==> src/inc/bvs_pkg.sv <==
package bvs_pkg;

  // ----------------------------------------------------------------
  // register offsets
  // ----------------------------------------------------------------
  localparam logic [7:0] ADDR_ENABLE   = 8'h02;
  localparam logic [7:0] ADDR_SRC_POS  = 8'h03;
  localparam logic [7:0] ADDR_GATE_POS = 8'h04;
  localparam logic [7:0] ADDR_GATE_NEG = 8'h05;

  // ----------------------------------------------------------------
  // field positions, widths and reset values
  // ----------------------------------------------------------------
  localparam int         BIT_BL_EN        = 1;
  localparam int         BIT_PHASE_SEL    = 0;
  localparam int         GATE_POS_W       = 6;
  localparam int         GATE_NEG_W       = 5;
  localparam logic [7:0] RST_ENABLE       = 8'h01;
  localparam logic [7:0] RST_SRC_POS      = 8'h14;
  localparam logic [5:0] RST_GATE_POS     = 6'h00;
  localparam logic [4:0] RST_GATE_NEG     = 5'h00;

  // ----------------------------------------------------------------
  // voltage code encodings
  // ----------------------------------------------------------------
  localparam logic [7:0] SRC_POS_MIN_CODE = 8'h0A;  // 5.0 V
  localparam logic [7:0] SRC_POS_MAX_CODE = 8'h6E;  // 15.0 V
  localparam logic [5:0] GATE_POS_MAX     = 6'h28;  // 28 V
  localparam logic [4:0] GATE_NEG_MAX     = 5'h1F;  // -21.5 V
  localparam logic [7:0] SRC_POS_BASE_DV  = 8'h32;  // 5.0 V in 0.1 V
  localparam logic [7:0] GATE_POS_BASE_HV = 8'h10;  // 8 V in 0.5 V
  localparam logic [7:0] GATE_NEG_BASE_HV = 8'h0C;  // 6 V in 0.5 V

  // ----------------------------------------------------------------
  // backlight sequencer states (gray along the path)
  // ----------------------------------------------------------------
  typedef enum logic [1:0] {
    BVS_BL_OFF  = 2'b00,
    BVS_BL_WAIT = 2'b01,
    BVS_BL_ON   = 2'b11
  } bvs_bl_state_t;

  // register write request
  typedef struct packed {
    logic       wr;
    logic [7:0] addr;
    logic [7:0] data;
  } bvs_wr_t;

  // voltage targets handed to the analog section
  typedef struct packed {
    logic [7:0] src_pos_dv;   // positive source, units of 0.1 V
    logic [7:0] gate_pos_hv;  // positive gate, units of 0.5 V
    logic [7:0] gate_neg_hv;  // negative gate magnitude, units of 0.5 V
  } bvs_volt_t;

endpackage

==> src/rtl/bvs_volt_dec.sv <==
`timescale 1ns/1ps
// code-to-voltage decoding for the three bias settings
module bvs_volt_dec (
  input  wire logic [7:0]        src_code_i,
  input  wire logic [5:0]        gpos_code_i,
  input  wire logic [4:0]        gneg_code_i,
  output bvs_pkg::bvs_volt_t     volt_o
);

  // ----------------------------------------------------------------
  // decode
  // ----------------------------------------------------------------
  // clamp then offset: codes below 0xA clamp to 5 V, above 0x6E to 15 V
  always_comb begin
    logic [7:0] c;
    c = src_code_i;
    if (c > bvs_pkg::SRC_POS_MAX_CODE) begin
      c = bvs_pkg::SRC_POS_MAX_CODE;
    end else if (c < bvs_pkg::SRC_POS_MIN_CODE) begin
      c = bvs_pkg::SRC_POS_MIN_CODE;
    end
    volt_o.src_pos_dv  = c - bvs_pkg::SRC_POS_MIN_CODE + bvs_pkg::SRC_POS_BASE_DV;
    // unused gate codes pass through unclamped; the analog side ignores them
    volt_o.gate_pos_hv = {2'h0, gpos_code_i} + bvs_pkg::GATE_POS_BASE_HV;
    volt_o.gate_neg_hv = {3'h0, gneg_code_i} + bvs_pkg::GATE_NEG_BASE_HV;
  end

endmodule // bvs_volt_dec

==> src/rtl/bvs_regs.sv <==
`timescale 1ns/1ps
module bvs_regs (
  input  wire logic              clk_sys_i,
  input  wire logic              rst_b_i,
  input  bvs_pkg::bvs_wr_t       wr_i,
  input  wire logic [7:0]        rd_addr_i,
  output logic [7:0]             rd_data_o,
  input  wire logic              tft_ss_done_i,
  output logic                   bl_run_o,
  output logic                   bl_phase_o,
  output bvs_pkg::bvs_volt_t     volt_o
);

  // ----------------------------------------------------------------
  // reset release
  // ----------------------------------------------------------------
  logic rst_s1;
  logic rst_b;

  // two-stage release of the asynchronous reset
  always_ff @(posedge clk_sys_i or negedge rst_b_i) begin
    if (!rst_b_i) begin
      rst_s1 <= 1'b0;
      rst_b  <= 1'b0;
    end else begin
      rst_s1 <= 1'b1;
      rst_b  <= rst_s1;
    end
  end

  // ----------------------------------------------------------------
  // soft-start done synchroniser
  // ----------------------------------------------------------------
  logic ss_meta;
  logic ss_done;

  // pin input, two flops before any use
  always_ff @(posedge clk_sys_i or negedge rst_b) begin
    if (!rst_b) begin
      ss_meta <= 1'b0;
      ss_done <= 1'b0;
    end else begin
      ss_meta <= tft_ss_done_i;
      ss_done <= ss_meta;
    end
  end

  // ----------------------------------------------------------------
  // register storage
  // ----------------------------------------------------------------
  logic       bl_en;
  logic       phase_sel;
  logic [7:0] src_pos;
  logic [5:0] gate_pos;
  logic [4:0] gate_neg;
  logic       next_bl_en;
  logic       next_phase_sel;
  logic [7:0] next_src_pos;
  logic [5:0] next_gate_pos;
  logic [4:0] next_gate_neg;

  // write decode
  always_comb begin
    next_bl_en     = bl_en;
    next_phase_sel = phase_sel;
    next_src_pos   = src_pos;
    next_gate_pos  = gate_pos;
    next_gate_neg  = gate_neg;
    if (wr_i.wr) begin
      unique case (wr_i.addr)
        bvs_pkg::ADDR_ENABLE: begin
          next_bl_en     = wr_i.data[bvs_pkg::BIT_BL_EN];
          next_phase_sel = wr_i.data[bvs_pkg::BIT_PHASE_SEL];
        end
        bvs_pkg::ADDR_SRC_POS:  next_src_pos  = wr_i.data;
        bvs_pkg::ADDR_GATE_POS: next_gate_pos = wr_i.data[5:0];
        bvs_pkg::ADDR_GATE_NEG: next_gate_neg = wr_i.data[4:0];
        default: ;
      endcase
    end
  end

  always_ff @(posedge clk_sys_i or negedge rst_b) begin
    if (!rst_b) begin
      bl_en     <= bvs_pkg::RST_ENABLE[bvs_pkg::BIT_BL_EN];
      phase_sel <= bvs_pkg::RST_ENABLE[bvs_pkg::BIT_PHASE_SEL];
      src_pos   <= bvs_pkg::RST_SRC_POS;
      gate_pos  <= bvs_pkg::RST_GATE_POS;
      gate_neg  <= bvs_pkg::RST_GATE_NEG;
    end else begin
      bl_en     <= next_bl_en;
      phase_sel <= next_phase_sel;
      src_pos   <= next_src_pos;
      gate_pos  <= next_gate_pos;
      gate_neg  <= next_gate_neg;
    end
  end

  // ----------------------------------------------------------------
  // read mux
  // ----------------------------------------------------------------
  logic [7:0] next_rd_data;

  // unmapped offsets and unused upper bits read as zero
  always_comb begin
    next_rd_data = 8'h00;
    unique case (rd_addr_i)
      bvs_pkg::ADDR_ENABLE:   next_rd_data = {6'h00, bl_en, phase_sel};
      bvs_pkg::ADDR_SRC_POS:  next_rd_data = src_pos;
      bvs_pkg::ADDR_GATE_POS: next_rd_data = {2'h0, gate_pos};
      bvs_pkg::ADDR_GATE_NEG: next_rd_data = {3'h0, gate_neg};
      default:                next_rd_data = 8'h00;
    endcase
  end

  always_ff @(posedge clk_sys_i or negedge rst_b) begin
    if (!rst_b) begin
      rd_data_o <= 8'h00;
    end else begin
      rd_data_o <= next_rd_data;
    end
  end

  // ----------------------------------------------------------------
  // backlight startup sequencer
  // ----------------------------------------------------------------
  bvs_pkg::bvs_bl_state_t state;
  bvs_pkg::bvs_bl_state_t next_state;
  logic                   phase_cap;
  logic                   next_phase_cap;

  // wait for soft-start, capture phase select once on entry to run
  always_comb begin
    next_state     = state;
    next_phase_cap = phase_cap;
    unique case (state)
      bvs_pkg::BVS_BL_OFF: begin
        if (bl_en) begin
          next_state = bvs_pkg::BVS_BL_WAIT;
        end
      end
      bvs_pkg::BVS_BL_WAIT: begin
        if (!bl_en) begin
          next_state = bvs_pkg::BVS_BL_OFF;
        end else if (ss_done) begin
          next_state     = bvs_pkg::BVS_BL_ON;
          next_phase_cap = phase_sel;
        end
      end
      bvs_pkg::BVS_BL_ON: begin
        if (!bl_en || !ss_done) begin
          next_state = bvs_pkg::BVS_BL_OFF;
        end
      end
      default: next_state = bvs_pkg::BVS_BL_OFF;
    endcase
  end

  always_ff @(posedge clk_sys_i or negedge rst_b) begin
    if (!rst_b) begin
      state     <= bvs_pkg::BVS_BL_OFF;
      phase_cap <= 1'b0;
    end else begin
      state     <= next_state;
      phase_cap <= next_phase_cap;
    end
  end

  assign bl_run_o   = (state == bvs_pkg::BVS_BL_ON);
  assign bl_phase_o = phase_cap;

  // ----------------------------------------------------------------
  // voltage decode
  // ----------------------------------------------------------------
  bvs_volt_dec u_dec (
    .src_code_i  (src_pos),
    .gpos_code_i (gate_pos),
    .gneg_code_i (gate_neg),
    .volt_o      (volt_o)
  );

  // ----------------------------------------------------------------
  // assertions
  // ----------------------------------------------------------------
  // run lags enable and soft-start by one edge, so both are judged one cycle back
  AST_RUN_NEEDS_SS: assert property (@(posedge clk_sys_i) disable iff (!rst_b)
    bl_run_o |-> ($past(bl_en) && $past(ss_done)))
    else $error("backlight on without soft-start");
  AST_RUN_STARTS: assert property (@(posedge clk_sys_i) disable iff (!rst_b)
    (state == bvs_pkg::BVS_BL_WAIT && bl_en && ss_done) |=> bl_run_o)
    else $error("backlight did not start");
  AST_PHASE_HELD: assert property (@(posedge clk_sys_i) disable iff (!rst_b)
    (bl_run_o && $past(bl_run_o)) |-> $stable(bl_phase_o))
    else $error("phase changed while running");
  AST_PHASE_CAPT: assert property (@(posedge clk_sys_i) disable iff (!rst_b)
    $rose(bl_run_o) |-> (bl_phase_o == $past(phase_sel)))
    else $error("phase not captured at startup");
  AST_SRC_WRITE: assert property (@(posedge clk_sys_i) disable iff (!rst_b)
    (wr_i.wr && wr_i.addr == bvs_pkg::ADDR_SRC_POS) |=> (src_pos == $past(wr_i.data)))
    else $error("source code not stored");
  AST_SRC_SAT: assert property (@(posedge clk_sys_i) disable iff (!rst_b)
    (src_pos > bvs_pkg::SRC_POS_MAX_CODE) |-> (volt_o.src_pos_dv == 8'h96))
    else $error("source code not saturated at 15 V");
  AST_GPOS_MAP: assert property (@(posedge clk_sys_i) disable iff (!rst_b)
    (gate_pos == bvs_pkg::GATE_POS_MAX) |-> (volt_o.gate_pos_hv == 8'h38))
    else $error("gate positive 28 V wrong");
  AST_GNEG_MAP: assert property (@(posedge clk_sys_i) disable iff (!rst_b)
    (gate_neg == bvs_pkg::GATE_NEG_MAX) |-> (volt_o.gate_neg_hv == 8'h2B))
    else $error("gate negative -21.5 V wrong");
  AST_READ_GPOS: assert property (@(posedge clk_sys_i) disable iff (!rst_b)
    (rd_addr_i == bvs_pkg::ADDR_GATE_POS) |=> (rd_data_o == {2'h0, $past(gate_pos)}))
    else $error("gate positive readback wrong");

  COV_START_DIRECT: cover property (@(posedge clk_sys_i) disable iff (!rst_b)
    $rose(bl_run_o) && !bl_phase_o);
  COV_START_PHASE: cover property (@(posedge clk_sys_i) disable iff (!rst_b)
    $rose(bl_run_o) && bl_phase_o);
  COV_LATE_WRITE: cover property (@(posedge clk_sys_i) disable iff (!rst_b)
    bl_run_o && wr_i.wr && wr_i.addr == bvs_pkg::ADDR_ENABLE);

endmodule // bvs_regs

==> config.mk <==
export PLATFORM = sky130hd
export DESIGN_NAME = bvs_regs
export DESIGN_NICKNAME = d
export VERILOG_FILES = /design/src/inc/bvs_pkg.sv /design/src/rtl/bvs_volt_dec.sv /design/src/rtl/bvs_regs.sv
export SDC_FILE = /design/constraint.sdc
export NUM_CORES = 1
export LEC_CHECK = 0
export BUFFER_PORTS_ARGS = -buffer_cell sky130_fd_sc_hd__buf_4
export CAP_MARGIN = 20
export CORE_ASPECT_RATIO = 0.9
export CORE_MARGIN = 5
export CORE_UTILIZATION = 35
export DETAILED_ROUTE_END_ITERATION = 10
export GPL_ROUTABILITY_DRIVEN = 0
export GPL_TIMING_DRIVEN = 0
export PLACE_DENSITY = 0.63
export SLEW_MARGIN = 40
export SYNTH_ARGS = -nofsm -noshare
export SYNTH_HDL_FRONTEND = slang
export SYNTH_SLANG_ARGS = --single-unit
==> constraint.sdc <==
create_clock -name clk_sys_i -period 1.85 [get_ports clk_sys_i]
set_input_delay 0.0925 -clock clk_sys_i [delete_from_list [all_inputs] [get_ports clk_sys_i]]
set_output_delay 0.0925 -clock clk_sys_i [all_outputs]
set_load 0.01 [all_outputs]
==> Yosys cells after proc, flatten, opt, wreduce, memory -nomap -nowiden <==
Index checks and enable logic that the tools add are counted.
{ "totals": {"ram_bits": 0, "n_memories": 0, "romBits": 0, "reg_bits": 36, "latch_bits": 0, "out_inout_bits": 34} }
{ "op_classes": {"muxes": 8, "n_eq_ne": 13, "addsub": 4, "n_shift": 0, "bitwise": 0, "n_reduce_logical": 10, "mul": 0, "div": 0, "order_cmp": 2} }
{ "ops": {"columns": ["operator", "n"], "rows": [
  ["$eq 8x2->1 const B", 4],
  ["$eq 8x3->1 const B", 4],
  ["$pmux 8 s4", 1],
  ["$mux 8", 2],
  ["$add 8x6->8 const B", 1],
  ["$gt 8x7->1 const B", 1],
  ["$lt 8x4->1 const B", 1],
  ["$mux 2", 4],
  ["$reduce_and 2->1", 4],
  ["$sub 8x4->8 const B", 1],
  ["$add 6x5->7 const B", 1],
  ["$add 5x4->6 const B", 1],
  ["$pmux 2 s3", 1],
  ["$reduce_and 3->1", 2],
  ["$ne 3x3->1 const B", 1],
  ["$eq 2x1->1 const B", 1],
  ["$eq 2x2->1 const B", 1],
  ["$logic_not 1->1", 2],
  ["$logic_not 2->1", 1],
  ["$ne 2x1->1 const B", 1],
  ["$ne 2x2->1 const B", 1],
  ["$logic_or 1x1->1", 1]
]} }

==> Longest topological paths before layout <==
{ "logic_depth": {"depth_word": 5, "ltp_mapped": 7} }

==> Cells and area by module <==
From an unflattened synthesis, not the netlist that was laid out.
{ "hier_totals": {"cells_unflattened": 146, "area_unflattened_um2": 1803.0} }
{ "modules_own_cells": {"columns": ["module", "area_per_inst_um2", "instances", "cells_each"], "rows": [
  ["bvs_regs", 1511.4, 1, 105],
  ["bvs_volt_dec", 291.5, 1, 41]
]} }

==> Worst setup path before layout <==
OpenSTA, ideal clock, no wires.
{ "synth_path": {"kind": "reg-to-output", "startpoint": "reg src_pos[5]", "endpoint": "out volt_o[21] (netlist bit)", "path_stages_with_launch": 7, "arrival_ps": 1446, "path_buffers": 1, "setup_slack_ps": 311, "cell_sequence": "dfrtp_1 -> clkbuf_1 -> nor4_1 -> nor2_1 -> nand2_1 -> ha_1 -> xor2_1"} }
{ "synth_rtl": {"columns": ["item", "line_no", "rtl"], "rows": [
  ["start, declared", "bvs_regs.sv:53", "logic [7:0] src_pos;"],
  ["start signal, assigned", "bvs_regs.sv:87", "src_pos <= bvs_pkg::RST_SRC_POS;"],
  ["start signal, assigned", "bvs_regs.sv:93", "src_pos <= next_src_pos;"],
  ["end, declared", "bvs_regs.sv:11", "output bvs_pkg::bvs_volt_t volt_o"]
]} }

==> summary by stage <==
Run status
The flow ran to the end, but the final reports show violations. The final reports fail on negative setup slack.

Timing
Setup repair after global routing could not meet its margin everywhere. Counting I/O delays and the setup requirement, the final critical path takes 1.85 ns. The worst path setup slack after routing is -0.00193 ns. Static timing analysis puts the maximum clock frequency at 540 MHz. The portion of the clock cycle consumed by the worst path in the final layout is 100%.

The final number of max-transition violations is 0. The worst relative slew slack is 53.0%. The slew at the pin closest to its max-slew limit is 0.704 ns. Setup violations remaining at the end of the flow were counted as 1. The final count of hold timing violations was 0. The setup skew after layout is 0.00697 ns.

Clocking
Buffers inserted during clock tree synthesis total 5. The source-to-sink clock delay at the later pin of the worst-skew pair is 0.29 ns. The clock slew at the register clock pins of the worst setup and hold paths is 0.07 ns.

In this run the clock root is driven by a clkbuf_8. The clock tree from TritonCTS is done. The maximum count of clock buffers along a single path is 2. The number of H-tree levels is 2. Clock tree synthesis found a total of 36 sinks.

Logic synthesis
Of all flip-flops after synthesis, the portion carrying an async set or reset was 100%. The share of synthesized area in the top cell type comes to 47.3%. Synthesis inferred 36 register bits.

Of all cell types, the one taking the most synthesized area is dfrtp_1. Ranked by total cell area, the synthesized netlist is headed by dfrtp_1 (47%), mux2_2 (16%), dfstp_2 (4.5%). The gate count of the mapped netlist is 148.

After synthesis the cells add up to 0.00174 mm2. The most used flip-flop cell after synthesis is dfrtp_1. A synthesized cell averages 11.8 um2. For this run, the register share of the synthesized area comes to 51.9%.

For this run, the number of Yosys warnings is 0. The number of enable flip-flop cells after synthesis is 0. The netlist uses 34 different library cells.

Global route
The overall overflow remaining after global route is 0. The first global-routing pass estimated 6.47 mm of wire. The overall routing resource usage is 12.7%. The via count of the first global-routing pass is 1316. The pin count of the biggest net entering global routing is 35.

The number of antenna violations at the first check in global routing is 0.

Floorplan
The core area is 0.00483 mm2. The die covers 0.00650 mm2. For this configuration, the core starts out at a cell density of 36.1%. The floorplan step set the die width to 84.4 um. The top-level I/O count is 62. The vertical extent of the die is 77.0 um. After floorplanning, the core was divided into 24 placement rows.

Drt
The post-route DRC violation count is 0. The detailed router finished its first iteration with 39 violations. The number of vias per cell is 4.57. The total via count in the routed design is 1307. In the final routed layout, each cell accounts on average for 13.9 um. The overall routed net length is 3.99 mm. The count of nets left with antenna violations once routing finished came out at 0. The number of iterations in the first detailed-routing pass is 4.

Final layout
The growth of design area from synthesis to finish is 41.0%. Leaving out filler cells and counting taps, the final layout contains 286. Cells with a size suffix above 1 make up 52.0% of the layout. Cells fill 50.9% of the core in the end. The number of antenna diodes is 0. The total of fill cells in the finished design is 431. The final standard cell area without fillers is 0.00246 mm2. At the end of the flow, the number of nets in the layout was 251.

Critical path
The highest net fanout along the worst path is 8. In this design, the stage delay of the slowest critical-path cell is 0.48 ns. Among all stages on the critical path, the largest delay is contributed by dfrtp_2. At the worst endpoint, the required time is 1.76 ns. The start-to-end type of the worst setup path is reg -> out.

The critical path data arrival time is 1.76 ns. The kind of launch point of the worst setup path is a register. The worst setup path is captured at an output pin. Walking the worst path, the cells encountered are nor4_4 -> nor2_1 -> nand2_1 -> ha_4 -> xor2_1 -> buf_4.

Power
The power dissipated by switching net loads is 0.424 mW. The worst-case IR drop observed on VDD is 317 uV. The cell-internal power is 1.29 mW.

The cell leakage power is 1.26 nW. Dividing total power by cell area gives a power density of 695 mW/mm2. The net switching share of the total power is 24.8%.

The sequential power share is 50.4%. The share of total power in combinational logic is 16.1%. The clock network is responsible for 33.5% of the overall power.

Place
The post-place instance area is 0.00226 mm2. The instance count after placement with tap cells included is 272. Port buffering added 57 buffers.

The detailed placer's ending HPWL is 2.91 mm.

Flow run
The number of max-cap violations is 0.

Min path
The tightest min-delay check is of the in -> reg type.
==> stage by stage <==
step / setup WS (ns) / setup TNS [ns] / hold slack, ns / total power, mW
6_report: -0.00193 / -0.00193 / 0.0344 / 1.71
5_1_grt: -0.103 / -0.198 / 0.0276 / 1.79
4_1_cts: 0.00839 / 0 / 0.0246 / 1.72
3_5_place_dp: 0.0764 / 0 / -0.122 / 1.12
3_3_place_gp: 0.0893 / 0 / -0.125 / 1.12
2_1_floorplan: 0.311 / 0 / -0.203 / 0.986
==> final timing paths <==
| kind | from | endpoint | slack (ns) | depth (start not counted) |
|---|---|---|---|---|
| setup / recovery | src_pos[7] | volt_o[21] | -0.002 | 6 |
| hold / removal | wr_i[6] | src_pos[6] | 0.03 | 2 |
| setup reg to reg | gate_neg[4] | rd_data_o[4] | 0.77 | 3 |
| hold reg to reg | rst_b | gate_pos[1] | 0.32 | 0 |
| max in group asynchronous | rst_b | src_pos[3] | 1.02 | 0 |
| min in group asynchronous | rst_b_i | rst_s1 | 0.12 | 2 |
==> power groups by stage <==
stage | sequential (mW) | clock, mW | combinational, mW
6_report | 0.862 | 0.572 | 0.275
5_1_grt | 0.869 | 0.623 | 0.298
4_1_cts | 0.862 | 0.595 | 0.263
3_5_place_dp | 0.873 | 0 | 0.245
3_3_place_gp | 0.873 | 0 | 0.243
2_1_floorplan | 0.860 | 0 | 0.126
==> placed cells by master (no fill, tap or decap), types with 2 or more instances in the layout <==
cell type / count
a21oi_1: 2
inv_1: 9
dfrtp_1: 29
dfstp_2: 3
nor2_1: 9
buf_4: 70
nor2b_1: 2
o21ai_0: 3
nand2_1: 5
clkbuf_1: 2
mux2_2: 25
mux2i_1: 4
nand2b_1: 3
dlygate4sd3_1: 2
conb_1: 4
nand3_1: 3
a22oi_1: 3
xor2_1: 2
and3_1: 3
o22ai_1: 2
clkbuf_8: 6
dfrtp_2: 4
ha_1: 2
and2_1: 5
nor4bb_1: 2
==> repair_timing <==
action / 4_1_cts / 5_1_grt
pin swaps: 3 / 1
gates resized for setup: 9 / 2
buffers inserted: 4 / 1
hold buffers: 2 / 0
endpoints found under the setup margin: 6 / 3
cloned: 0 / 0
endpoints found under the hold margin: 3 / 0
==> worst max-delay path, delay by kind of cell, from the launching register on <==
| kind | cells | cell delay, ns |
|---|---|---|
| AND/OR/NAND/NOR | 3 | 0.55 |
| flip-flops | 1 | 0.48 |
| adder cells (fa/ha/maj) | 1 | 0.15 |
| XOR/XNOR | 1 | 0.14 |
| buffers and inverters | 1 | 0.14 |
==> cells in the mapped netlist (4+ instances only) <==
| cell type | count |
|---|---|
| dfrtp_1 | 33 |
| mux2_2 | 25 |
| buf_4 | 9 |
| inv_1 | 9 |
| nor2_1 | 9 |
| and2_1 | 5 |
| nand2_1 | 5 |
| mux2i_1 | 4 |
| o21ai_0 | 4 |
==> cells by family (layout without fill, tap and decap cells) <==
logic type	count (synthesis)	in the layout	share of synthesized area, %
buffers and inverters	20	91	6.24
flip-flops	36	36	51.9
other	2	4	0.431
AND/OR/NAND/NOR	39	39	13.3
AO/OA/AOI/OAI	16	16	6.03
multiplexers	29	29	18.4
XOR/XNOR	3	3	1.51
adder cells (fa/ha/maj)	3	3	2.15
==> registers in the layout, indices dropped and copies added (netlist names) <==
| register | count |
|---|---|
| src_pos | 8 |
| gate_pos | 6 |
| rd_data_o | 8 |
| state | 2 |
| phase_sel | 1 |
| rst_s1 | 1 |
| rst_b | 1 |
| ss_meta | 1 |
| gate_neg | 5 |
| ss_done | 1 |
| bl_phase_o | 1 |
| bl_en | 1 |
==> final cells by class <==
cell class / instances / area (um2) / area share [%]
inverters: 9 / 33.8 / 1.37
clock inverters: 1 / 7.51 / 0.305
flip-flops and latches: 36 / 910 / 37.0
clock buffers: 7 / 86.3 / 3.51
repair buffers: 64 / 489 / 19.9
well taps: 65 / 81.3 / 3.31
multi-input cells: 94 / 781 / 31.7
plain buffers: 10 / 71.3 / 2.90
==> layer usage <==
metal	vias up	GRT usage (%)	routed length, um
li1	651	-	-
met2	54	19.2	1710
met1	595	15.5	1840
met3	7	6.11	377
met4	0	4.75	63
met5	-	0	0
Note: power is estimated with default switching activity, not from simulation.
